<file path="src/logic/initial_speed_detect_config_regs.vh">
// Offsets, field positions, reset value and table codes of the
// initial-speed-detect configuration word.
// Assumes the serial host front end delivers decoded word writes and reads.
// Operation
// - All speed-detect settings share one word
// - Bits 25..22 set forward resync speed
// - Bit 21 set means low-side brake; 0 reserved
// - Bit 20 picks time or current+time exit
// - Bits 16..13 set brake duration
// - Bits 8..6 set stationary back-EMF threshold
// - Bits 5..2 set reverse handoff speed
// - Bits 1..0 set reverse open-loop current
`ifndef INITIAL_SPEED_DETECT_CONFIG_REGS_VH
`define INITIAL_SPEED_DETECT_CONFIG_REGS_VH

// Register offset and reset value
`define ISDC_OFFSET 8'h80
`define ISDC_RESET 32'h00000000
`define ISDC_WRITABLE_MASK 32'h7FFFFFFF

// Single-bit enables above the detect fields
`define ISDC_DETECT_EN_BIT 30
`define ISDC_BRAKE_EN_BIT 29
`define ISDC_COAST_EN_BIT 28
`define ISDC_REVERSE_EN_BIT 27
`define ISDC_RESYNC_EN_BIT 26

// Field positions
`define ISDC_RESYNC_THR_MSB 25
`define ISDC_RESYNC_THR_LSB 22
`define ISDC_BRAKE_STYLE_BIT 21
`define ISDC_BRAKE_EXIT_BIT 20
`define ISDC_BRAKE_CURR_MSB 19
`define ISDC_BRAKE_CURR_LSB 17
`define ISDC_BRAKE_DUR_MSB 16
`define ISDC_BRAKE_DUR_LSB 13
`define ISDC_COAST_DUR_MSB 12
`define ISDC_COAST_DUR_LSB 9
`define ISDC_STAT_THR_MSB 8
`define ISDC_STAT_THR_LSB 6
`define ISDC_HANDOFF_MSB 5
`define ISDC_HANDOFF_LSB 2
`define ISDC_REV_CURR_MSB 1
`define ISDC_REV_CURR_LSB 0

// Reserved encodings
`define ISDC_BRAKE_STYLE_LOW_SIDE 1'h1
`define ISDC_BRAKE_CURR_RESERVED 3'h7

`endif

</file>
<file path="src/logic/isd_duration_decode.v">
// Duration code to milliseconds, shared by brake and coast intervals.
// Purely combinational; the caller registers the result.
`timescale 1ns/1ps
`include "initial_speed_detect_config_regs.vh"

module isd_duration_decode (
  input wire [3:0] code_i,
  output reg [13:0] duration_ms_o
);

  // Sixteen-step table, 10 ms up to 15 s
  always @* begin
    case (code_i)
      4'h0: duration_ms_o = 14'd10;
      4'h1: duration_ms_o = 14'd50;
      4'h2: duration_ms_o = 14'd100;
      4'h3: duration_ms_o = 14'd200;
      4'h4: duration_ms_o = 14'd300;
      4'h5: duration_ms_o = 14'd400;
      4'h6: duration_ms_o = 14'd500;
      4'h7: duration_ms_o = 14'd750;
      4'h8: duration_ms_o = 14'd1000;
      4'h9: duration_ms_o = 14'd2000;
      4'hA: duration_ms_o = 14'd3000;
      4'hB: duration_ms_o = 14'd4000;
      4'hC: duration_ms_o = 14'd5000;
      4'hD: duration_ms_o = 14'd7500;
      4'hE: duration_ms_o = 14'd10000;
      default: duration_ms_o = 14'd15000;
    endcase
  end

endmodule

</file>
<file path="src/logic/initial_speed_detect_config.v">
// Initial-speed-detect configuration word with decoded settings for the
// motor start sequencer.
// Assumes writes and reads arrive already decoded from the serial host
// as word-wide strobes with a byte offset, synchronous to clk_i.
`timescale 1ns/1ps
`include "initial_speed_detect_config_regs.vh"

module initial_speed_detect_config (
  input wire clk_i,
  input wire rst_i,
  input wire wr_en_i,
  input wire [7:0] wr_addr_i,
  input wire [31:0] wr_data_i,
  input wire rd_en_i,
  input wire [7:0] rd_addr_i,
  output reg [31:0] rd_data_o,
  output reg rd_valid_o,
  output reg rd_hit_o,
  output reg [31:0] config_word_o,
  output reg detect_en_o,
  output reg brake_en_o,
  output reg coast_en_o,
  output reg reverse_en_o,
  output reg resync_en_o,
  output reg [3:0] forward_resync_speed_threshold_o,
  output reg brake_style_select_o,
  output reg brake_exit_condition_o,
  output reg [2:0] brake_current_threshold_o,
  output reg [3:0] brake_duration_o,
  output reg [3:0] coast_duration_o,
  output reg [2:0] stationary_backemf_threshold_o,
  output reg [3:0] reverse_handoff_speed_o,
  output reg [1:0] reverse_open_loop_current_limit_o,
  output reg [9:0] resync_speed_permille_o,
  output reg brake_exit_uses_current_o,
  output reg [5:0] brake_current_sixteenths_o,
  output reg [13:0] brake_duration_ms_o,
  output reg [13:0] coast_duration_ms_o,
  output reg [10:0] stationary_backemf_mv_o,
  output reg [9:0] handoff_speed_permille_o,
  output reg [5:0] reverse_current_sixteenths_o,
  output reg reserved_setting_o
);

  reg [31:0] config_reg;
  reg [31:0] config_next;
  wire [13:0] brake_ms;
  wire [13:0] coast_ms;

  // Forward resync speed, per mille of full speed
  function [9:0] resync_permille;
    input [3:0] code;
    begin
      if (code < 4'hC) begin
        resync_permille = 10'd50 * ({6'h00, code} + 10'd1);
      end else begin
        resync_permille = 10'd700 + 10'd100 * {6'h00, code - 4'hC};
      end
    end
  endfunction

  // Handoff speed, per mille of full speed
  function [9:0] handoff_permille;
    input [3:0] code;
    begin
      case (code)
        4'h0: handoff_permille = 10'd25;
        4'h1: handoff_permille = 10'd50;
        4'h2: handoff_permille = 10'd75;
        4'h3: handoff_permille = 10'd100;
        4'h4: handoff_permille = 10'd125;
        4'h5: handoff_permille = 10'd150;
        4'h6: handoff_permille = 10'd200;
        4'h7: handoff_permille = 10'd250;
        4'h8: handoff_permille = 10'd300;
        4'h9: handoff_permille = 10'd400;
        4'hA: handoff_permille = 10'd500;
        4'hB: handoff_permille = 10'd600;
        4'hC: handoff_permille = 10'd700;
        4'hD: handoff_permille = 10'd800;
        4'hE: handoff_permille = 10'd900;
        default: handoff_permille = 10'd1000;
      endcase
    end
  endfunction

  // Brake current in 1/16 A; reserved code reads as zero current
  function [5:0] brake_curr_sixteenths;
    input [2:0] code;
    begin
      case (code)
        3'h0: brake_curr_sixteenths = 6'd1;
        3'h1: brake_curr_sixteenths = 6'd2;
        3'h2: brake_curr_sixteenths = 6'd3;
        3'h3: brake_curr_sixteenths = 6'd5;
        3'h4: brake_curr_sixteenths = 6'd10;
        3'h5: brake_curr_sixteenths = 6'd20;
        3'h6: brake_curr_sixteenths = 6'd40;
        default: brake_curr_sixteenths = 6'd0;
      endcase
    end
  endfunction

  // Stationary back-EMF threshold in millivolts
  function [10:0] stat_mv;
    input [2:0] code;
    begin
      case (code)
        3'h0: stat_mv = 11'd50;
        3'h1: stat_mv = 11'd75;
        3'h2: stat_mv = 11'd100;
        3'h3: stat_mv = 11'd250;
        3'h4: stat_mv = 11'd500;
        3'h5: stat_mv = 11'd750;
        3'h6: stat_mv = 11'd1000;
        default: stat_mv = 11'd1500;
      endcase
    end
  endfunction

  // Reverse open-loop current in 1/16 A
  function [5:0] rev_curr_sixteenths;
    input [1:0] code;
    begin
      case (code)
        2'h0: rev_curr_sixteenths = 6'd15;
        2'h1: rev_curr_sixteenths = 6'd25;
        2'h2: rev_curr_sixteenths = 6'd35;
        default: rev_curr_sixteenths = 6'd50;
      endcase
    end
  endfunction

  // one shared word
  // Top bit is reserved and always stored as zero
  always @* begin
    config_next = config_reg;
    if (wr_en_i && (wr_addr_i == `ISDC_OFFSET)) begin
      config_next = wr_data_i & `ISDC_WRITABLE_MASK;
    end
  end

  // Word storage
  always @(posedge clk_i) begin
    if (rst_i) begin
      config_reg <= `ISDC_RESET;
    end else begin
      config_reg <= config_next;
    end
  end

  isd_duration_decode u_brake_dur (
    .code_i(config_next[`ISDC_BRAKE_DUR_MSB:`ISDC_BRAKE_DUR_LSB]),
    .duration_ms_o(brake_ms)
  );

  isd_duration_decode u_coast_dur (
    .code_i(config_next[`ISDC_COAST_DUR_MSB:`ISDC_COAST_DUR_LSB]),
    .duration_ms_o(coast_ms)
  );

  // Read port answers one cycle later; unmapped offsets read zero
  always @(posedge clk_i) begin
    if (rst_i) begin
      rd_data_o <= 32'h00000000;
      rd_valid_o <= 1'b0;
      rd_hit_o <= 1'b0;
    end else begin
      rd_valid_o <= rd_en_i;
      rd_hit_o <= rd_en_i && (rd_addr_i == `ISDC_OFFSET);
      if (rd_en_i && (rd_addr_i == `ISDC_OFFSET)) begin
        rd_data_o <= config_reg;
      end else begin
        rd_data_o <= 32'h00000000;
      end
    end
  end

  // Raw fields and decoded values follow the stored word in the same
  // cycle, decoded from the next value so nothing lags the word.
  always @(posedge clk_i) begin
    if (rst_i) begin
      config_word_o <= `ISDC_RESET;
      detect_en_o <= 1'b0;
      brake_en_o <= 1'b0;
      coast_en_o <= 1'b0;
      reverse_en_o <= 1'b0;
      resync_en_o <= 1'b0;
      forward_resync_speed_threshold_o <= 4'h0;
      brake_style_select_o <= 1'b0;
      brake_exit_condition_o <= 1'b0;
      brake_current_threshold_o <= 3'h0;
      brake_duration_o <= 4'h0;
      coast_duration_o <= 4'h0;
      stationary_backemf_threshold_o <= 3'h0;
      reverse_handoff_speed_o <= 4'h0;
      reverse_open_loop_current_limit_o <= 2'h0;
      resync_speed_permille_o <= 10'd50;
      brake_exit_uses_current_o <= 1'b0;
      brake_current_sixteenths_o <= 6'd1;
      brake_duration_ms_o <= 14'd10;
      coast_duration_ms_o <= 14'd10;
      stationary_backemf_mv_o <= 11'd50;
      handoff_speed_permille_o <= 10'd25;
      reverse_current_sixteenths_o <= 6'd15;
      reserved_setting_o <= 1'b1;
    end else begin
      config_word_o <= config_next;
      detect_en_o <= config_next[`ISDC_DETECT_EN_BIT];
      brake_en_o <= config_next[`ISDC_BRAKE_EN_BIT];
      coast_en_o <= config_next[`ISDC_COAST_EN_BIT];
      reverse_en_o <= config_next[`ISDC_REVERSE_EN_BIT];
      resync_en_o <= config_next[`ISDC_RESYNC_EN_BIT];
      forward_resync_speed_threshold_o <=
        config_next[`ISDC_RESYNC_THR_MSB:`ISDC_RESYNC_THR_LSB];
      resync_speed_permille_o <=
        resync_permille(config_next[`ISDC_RESYNC_THR_MSB:`ISDC_RESYNC_THR_LSB]);
      brake_style_select_o <= config_next[`ISDC_BRAKE_STYLE_BIT];
      brake_exit_condition_o <= config_next[`ISDC_BRAKE_EXIT_BIT];
      brake_exit_uses_current_o <= config_next[`ISDC_BRAKE_EXIT_BIT];
      brake_current_threshold_o <=
        config_next[`ISDC_BRAKE_CURR_MSB:`ISDC_BRAKE_CURR_LSB];
      brake_current_sixteenths_o <=
        brake_curr_sixteenths(config_next[`ISDC_BRAKE_CURR_MSB:`ISDC_BRAKE_CURR_LSB]);
      brake_duration_o <= config_next[`ISDC_BRAKE_DUR_MSB:`ISDC_BRAKE_DUR_LSB];
      brake_duration_ms_o <= brake_ms;
      coast_duration_o <= config_next[`ISDC_COAST_DUR_MSB:`ISDC_COAST_DUR_LSB];
      coast_duration_ms_o <= coast_ms;
      stationary_backemf_threshold_o <=
        config_next[`ISDC_STAT_THR_MSB:`ISDC_STAT_THR_LSB];
      stationary_backemf_mv_o <=
        stat_mv(config_next[`ISDC_STAT_THR_MSB:`ISDC_STAT_THR_LSB]);
      reverse_handoff_speed_o <= config_next[`ISDC_HANDOFF_MSB:`ISDC_HANDOFF_LSB];
      handoff_speed_permille_o <=
        handoff_permille(config_next[`ISDC_HANDOFF_MSB:`ISDC_HANDOFF_LSB]);
      reverse_open_loop_current_limit_o <=
        config_next[`ISDC_REV_CURR_MSB:`ISDC_REV_CURR_LSB];
      reverse_current_sixteenths_o <=
        rev_curr_sixteenths(config_next[`ISDC_REV_CURR_MSB:`ISDC_REV_CURR_LSB]);
      // flag reserved brake style or reserved brake current
      // Stored as written; the sequencer decides how to react, since
      // silently rewriting the host's value would hide its mistake.
      reserved_setting_o <=
        (config_next[`ISDC_BRAKE_STYLE_BIT] != `ISDC_BRAKE_STYLE_LOW_SIDE) ||
        (config_next[`ISDC_BRAKE_CURR_MSB:`ISDC_BRAKE_CURR_LSB] ==
         `ISDC_BRAKE_CURR_RESERVED);
    end
  end

endmodule

</file>
<file path="config.mk">
export PLATFORM = sky130hd
export DESIGN_NAME = initial_speed_detect_config
export DESIGN_NICKNAME = d
export VERILOG_FILES = /design/src/logic/isd_duration_decode.v /design/src/logic/initial_speed_detect_config.v
export VERILOG_INCLUDE_DIRS = /design/src /design/src/logic
export SDC_FILE = /design/constraint.sdc
export NUM_CORES = 1
export LEC_CHECK = 0
export ABC_CLOCK_PERIOD_IN_PS = 13050
export BUFFER_PORTS_ARGS = -buffer_cell sky130_fd_sc_hd__buf_2
export CORE_MARGIN = 8
export CORE_UTILIZATION = 53
export DETAILED_ROUTE_END_ITERATION = 8
export PLACE_DENSITY = 0.82
export REMOVE_ABC_BUFFERS = 1
export SETUP_SLACK_MARGIN = 0.02
export SYNTH_ARGS = -nofsm -noshare
export SYNTH_HDL_FRONTEND = slang
export SYNTH_SLANG_ARGS = --single-unit
</file>
<file path="constraint.sdc">
create_clock -name clk_i -period 13.05 [get_ports clk_i]
set_clock_uncertainty 0.15 [all_clocks]
set_input_delay 1.9575 -clock clk_i [delete_from_list [all_inputs] [get_ports clk_i]]
set_output_delay 1.9575 -clock clk_i [all_outputs]
set_load 0.01 [all_outputs]
</file>
Word-level counts from Yosys, hierarchy flattened
Memories as Yosys holds them, arrays and structs flattened. A register that Yosys moved wholly into a read port is not among the register bits. Index checks and enable logic that the tools add are counted.

Register bits: 157. Memory bits (read-only): 576. Output and inout port bits: 170. Memories: 3.

Memory list: (no name shown) (depth 16, bits a word 13, rd ports 1, clocked after Yosys merged registers in 1, wr ports 0, RTL line isd_duration_decode.v:13) `case (code_i)`; (no name shown) (depth 16, bits a word 13, rd ports 1, clocked after Yosys merged registers in 1, wr ports 0, RTL line isd_duration_decode.v:13); (no name shown) (depth 16, bits a word 10, rd ports 1, clocked after Yosys merged registers in 1, wr ports 0, RTL line initial_speed_detect_config.v:66) `case (code)`.

Add/subtract/negate cells: 3. Multipliers: 2. Magnitude comparators: 1. Equality and inequality tests: 17. Multiplexer cells: 5. Bitwise logic cells: 2. Reductions and logical operators: 8.

Operators by type and width (number): case mux 11 bit (7 select lines) (1); case mux 6 bit (7 select lines) (1); 2-to-1 mux 31 bit (1); equality test 3 bit (second input constant) (7); case mux 6 bit (3 select lines) (1); equality test 8 bit (second input constant) (2); equality test 3 x 2 -> 1 bit (second input constant) (4); adder 10 bit (first input constant) (1); 2-to-1 mux 10 bit (1); multiplier 5 x 5 -> 9 bit (first input constant) (1); multiplier 5 x 4 -> 8 bit (first input constant) (1); equality test 3 x 1 -> 1 bit (second input constant) (2); logical NOT 3 bit (2); adder 4 x 1 -> 5 bit (second input constant) (1); < comparator 4 bit (second input constant) (1); OR reduction 2 bit (2); subtractor 4 bit (second input constant) (1); equality test 2 x 1 -> 1 bit (second input constant) (1); equality test 2 bit (second input constant) (1); logical AND 1 bit (2); logical NOT 2 bit (1); NOT 1 bit (2); logical OR 1 bit (1).

Depth between registers and ports, before layout
Word-level depth: 7. Gate-level depth with buffers: 19.

Hierarchy
Synthesis repeated with hierarchy kept, for this count alone.

Cell total of the unflattened synthesis: 639. Area total of the unflattened synthesis: 5919.4 µm².

By module, submodules not included: initial_speed_detect_config (instances 1, cells an instance 543, area an instance 5291.3 µm², seq. area each 2702.6 µm²); isd_duration_decode (u_brake_dur) (instances 1, cells an instance 48, area an instance 319.1 µm², seq. area each 0.0 µm²); isd_duration_decode (u_coast_dur) (instances 1, cells an instance 48, area an instance 309.0 µm², seq. area each 0.0 µm²).

Worst setup path before layout
OpenSTA, ideal clock, no wires.

Path type: input -> register. Start: input port wr_addr_i[2]. End: register resync_speed_permille_o[9]. Setup time: 92 ps. Data arrival time: 5821 ps. Path slack: 6987 ps. Cell stages on the path: 17. Buffers on the path: 1. Cells stage by stage: or4b_4 > nor3_4 > mux2i_2 > inv_1 > ha_1 > clkbuf_1 > and2_1 > ha_1 > ha_1 > ha_1 > ha_1 > a21o_1 > a21o_1 > a21oi_1 > xnor2_1 > nor2_1 > o32ai_1.

Cells in the longest elaborated chain, start to end: 7. Elaborated cells on any way between the ends: 10. Classes of those cells: 3 x add/sub; 2 x mul; 1 x order compare; 1 x eq/ne; 2 x mux; 1 x reduce/logical.

RTL lines: start: declaration (RTL line initial_speed_detect_config.v:12) `input wire [7:0] wr_addr_i,`; equality test 8 bit (no source line) *; logical AND 1 bit * (RTL line initial_speed_detect_config.v:138) `` if (wr_en_i && (wr_addr_i == `ISDC_OFFSET)) begin ``; 2-to-1 mux 31 bit * (RTL line initial_speed_detect_config.v:138); via config_next[24] (RTL line initial_speed_detect_config.v:46) `reg [31:0] config_next;`; subtractor 4 bit (RTL line initial_speed_detect_config.v:57) `resync_permille = 10'd700 + 10'd100 * {6'h00, code - 4'hC};`; multiplier 5 x 4 -> 8 bit (RTL line initial_speed_detect_config.v:57); adder 10 bit (RTL line initial_speed_detect_config.v:57); 2-to-1 mux 10 bit * (RTL line initial_speed_detect_config.v:54) `if (code < 4'hC) begin`; end signal: assignment (RTL line initial_speed_detect_config.v:216) `resync_speed_permille_o <=`; end: declaration (RTL line initial_speed_detect_config.v:34) `output reg [9:0] resync_speed_permille_o,`.

The timed path passes the listed nets; every way through them passes the cells marked *. A chain may end at the register's enable or synchronous reset.

Worst setup path after layout
Ends and elaborated chain as after synthesis.

==> impl_metrics.toml <==
[power_and_ir_drop]
p_total_uw = 891
ir_drop_mv = 0.0726
power_density_nw_per_um2 = 123
power.leakage_nw = 3.72

[clock_network]
cts_resized = 0
clk_path_buf_depth = 2
cts_made_buffers = 17
cts-root-buf = "clkbuf_8"
clk_pin_slew_ns = 0.06
clk_latency_ns = 0.51
cts_tree = "built"
cts.htree.levels = 4
cts_hold_buffers = 0
clock_sinks = 133
post_cts_buffers = 0

[synth]
synthFlopType = "dfxtp_1"
netlist_top_cells_area = "dfxtp_1, ha_1, buf_4"
synth_edf_count = 0
postSynth.asyncResetShare = 0
avgSynthCellArea_sq_um = 9.65
ys_seq_area_frac = 0.460
yosys.area.top_type = "dfxtp_1"
ys_warn_count = 0
synth_seq_cells = 133
synthTopCellsByCount = "dfxtp_1, nor2_1, nand2_1"
syn_inst = 600
synth_most_common_cell = "dfxtp_1"
yosysUniqueCellTypes = 55
synth_top_area_share = 0.460
netlist_area_sq_um = 5790

[sta]
fin_setup_tns_ns = 0
slew_headroom = 0.234
whs_ns = 0.336
report.final.setup_viol = 0
finalCritPeriodShare = 0.508
worst_pin_slew_ns = 1.15
max_freq_ghz = 0.151
hold_viol = 0
rsz0062_at_grt = "no"
maxSlewViolCount = 0
period_needed_ns = 6.62

[final_layout]
fin_cells = 931
drive_above_1_share = 0.343
final_net_count = 872
antenna_cells = 0
syn_to_final_growth_pct = 25.6

[min_path]
holdCritStartpoint = "config_word_o[20]$_SDFFE_PP0N_"
hold_depth = 2
hold_end = "config_word_o[20]$_SDFFE_PP0N_"
hold_path_class = "reg -> reg"

[worst_setup_path]
cpMostUsedCell = "ha_1"
regToRegSetupSlack_ns = 9.03
crit_fanout = 13
max_stage_delay_ns = 0.70
cp-end-kind = "flop"
r2r_end = "resync_speed_permille_o[9]$_SDFF_PP0_"
crit_path_cell_trace = "buf_2 -> or4b_4 -> nor3_4 -> mux2i_2 -> inv_1 -> ha_1 -> and2_1 -> ha_1 -> ha_1 -> ha_1 -> ha_1 -> a21o_1 -> a21o_1 -> a21oi_1 -> xnor2_1 -> nor2_1 -> o32ai_1"
crit_type = "in -> reg"
cp_data_arrival_time_ns = 6.88
critPathSlowestCell = "nor3_4"
r2r_start = "config_word_o[24]$_SDFF_PP0_"
cp_data_required_time_ns = 13.30
rr_worst_depth = 14
crit_path_start_kind = "primary input"

[placement]
io_buffers = 215
hpwl_microns = 11400
gp_congestion = 0.866
dp.cells = 899

[run_status]
status = "finished clean"

[global_route]
grt_pass1_vias = 4715
grt_pass1_wl_microns = 23700
grt_max_degree = 58
gr-total-overflow = 0
antenna_found_initial = 0
grtUsageTotal = 0.203

[detailed_routing]
drt_iter0_markers = 307
drc = 0
wl_per_cell_microns = 16.3
vias = 4804
avgViaCountPerCell = 5.16
drt_first_pass_iters = 5
routed_wl_microns = 15200
antenna_left = 0

[floorplan]
start_util = 0.539
io_pins = 222
die_area_sq_um = 14500
die_w_microns = 121
rows = 38
core_area_sq_um = 10700
die_h_microns = 121

[run]
max-cap-violations = 0
[cell type report]
type | instances | area [sq um]
Fill cell | 819 | 3470
Multi-Input combinational cell | 387 | 2680
Sequential cell | 133 | 2660
Timing Repair Buffer | 217 | 1090
Clock buffer | 18 | 418
Tap cell | 140 | 175
Clock inverter | 14 | 168
Inverter | 22 | 82.6
[worst max path at each step]
stage,start,to,slack [ns],depth (start not counted)
4_1_cts,wr_addr_i[2],resync_speed_permille_o[9]$_SDFF_PP0_,6.43,17
6_report,wr_addr_i[2],resync_speed_permille_o[9]$_SDFF_PP0_,6.43,17
2_1_floorplan,wr_addr_i[2],resync_speed_permille_o[9]$_SDFF_PP0_,6.84,16
5_1_grt,wr_addr_i[2],resync_speed_permille_o[9]$_SDFF_PP0_,6.19,17
3_5_place_dp,wr_addr_i[2],resync_speed_permille_o[9]$_SDFF_PP0_,5.90,17
3_3_place_gp,wr_addr_i[2],resync_speed_permille_o[9]$_SDFF_PP0_,6.05,17
[layer usage]
layer	track usage	wire (microns)	vias to the layer above
met5	0	0	-
met4	0.0843	252	0
met3	0.0695	1320	22
met2	0.365	7700	207
met1	0.210	5900	2236
li1	-	-	2339
[per-stage QoR]
stage / area (sq um) / util / setup WS [ns]
after global routing: 7270 / 0.677 / 6.19
after global placement: 6690 / 0.622 / 6.05
after CTS: 7270 / 0.677 / 6.43
after floorplan: 5420 / - / 6.84
after detailed placement: 6690 / 0.622 / 5.90
final: 7270 / 0.677 / 6.43
[registers in the layout, summed over array words and instances, names as in the netlist]
register,cells
brake_current_sixteenths_o,6
brake_duration_ms_o,13
coast_duration_ms_o,13
config_word_o,31
handoff_speed_permille_o,10
rd_data_o,31
rd_hit_o,1
rd_valid_o,1
reserved_setting_o,1
resync_speed_permille_o,9
reverse_current_sixteenths_o,6
stationary_backemf_mv_o,11
[cells in the final DEF, fill, tap and decap left out, types with 5 or more instances in the layout]
cell / netlist / routed
inv_6: 0 / 6
nor2b_1: 6 / 6
clkbuf_16: 0 / 16
nor2_1: 58 / 58
a21o_1: 10 / 10
a21oi_1: 28 / 28
o21ai_0: 9 / 9
nor3_1: 12 / 12
nor4_1: 6 / 6
nand2_1: 48 / 48
xor2_1: 8 / 8
nand2b_1: 5 / 5
mux2i_1: 21 / 21
dfxtp_1: 133 / 133
mux2i_2: 6 / 6
buf_2: 9 / 215
xnor2_1: 10 / 10
a211oi_1: 14 / 14
ha_1: 42 / 42
and2_1: 37 / 37
conb_1: 1 / 5
inv_1: 22 / 22
[worst max-delay path: cells and delay by family]
| kind | cells | cell delay (ns) |
|---|---|---|
| AOI/OAI and AO/OA | 4 | 0.87 |
| buffers and inverters | 2 | 0.34 |
| adders and majority gates | 5 | 1.42 |
| xor gates and xnor gates | 1 | 0.17 |
| and+or+nand+nor | 4 | 1.57 |
| muxes | 1 | 0.55 |
[report_power, final]
group | internal, mW | total [mW] | switching, mW
Combinational | 0.00845 | 0.0203 | 0.0118
Sequential | 0.407 | 0.407 | 0.000278
Clock | 0.277 | 0.464 | 0.187
Total | 0.692 | 0.891 | 0.199
[cells by family (layout without fill, tap and decap cells)]
logic type | Yosys count | after routing | share of synthesized area
XOR/XNOR | 19 | 19 | 0.0300
adder cells (fa/ha/maj) | 42 | 42 | 0.0907
flip-flops | 133 | 133 | 0.460
buffers and inverters | 84 | 271 | 0.0810
other | 1 | 5 | 0.000647
AO/OA/AOI/OAI | 88 | 88 | 0.101
AND/OR/NAND/NOR | 201 | 201 | 0.176
multiplexers | 32 | 32 | 0.0609
No activity file was read; power rests on OpenSTA's default activity.
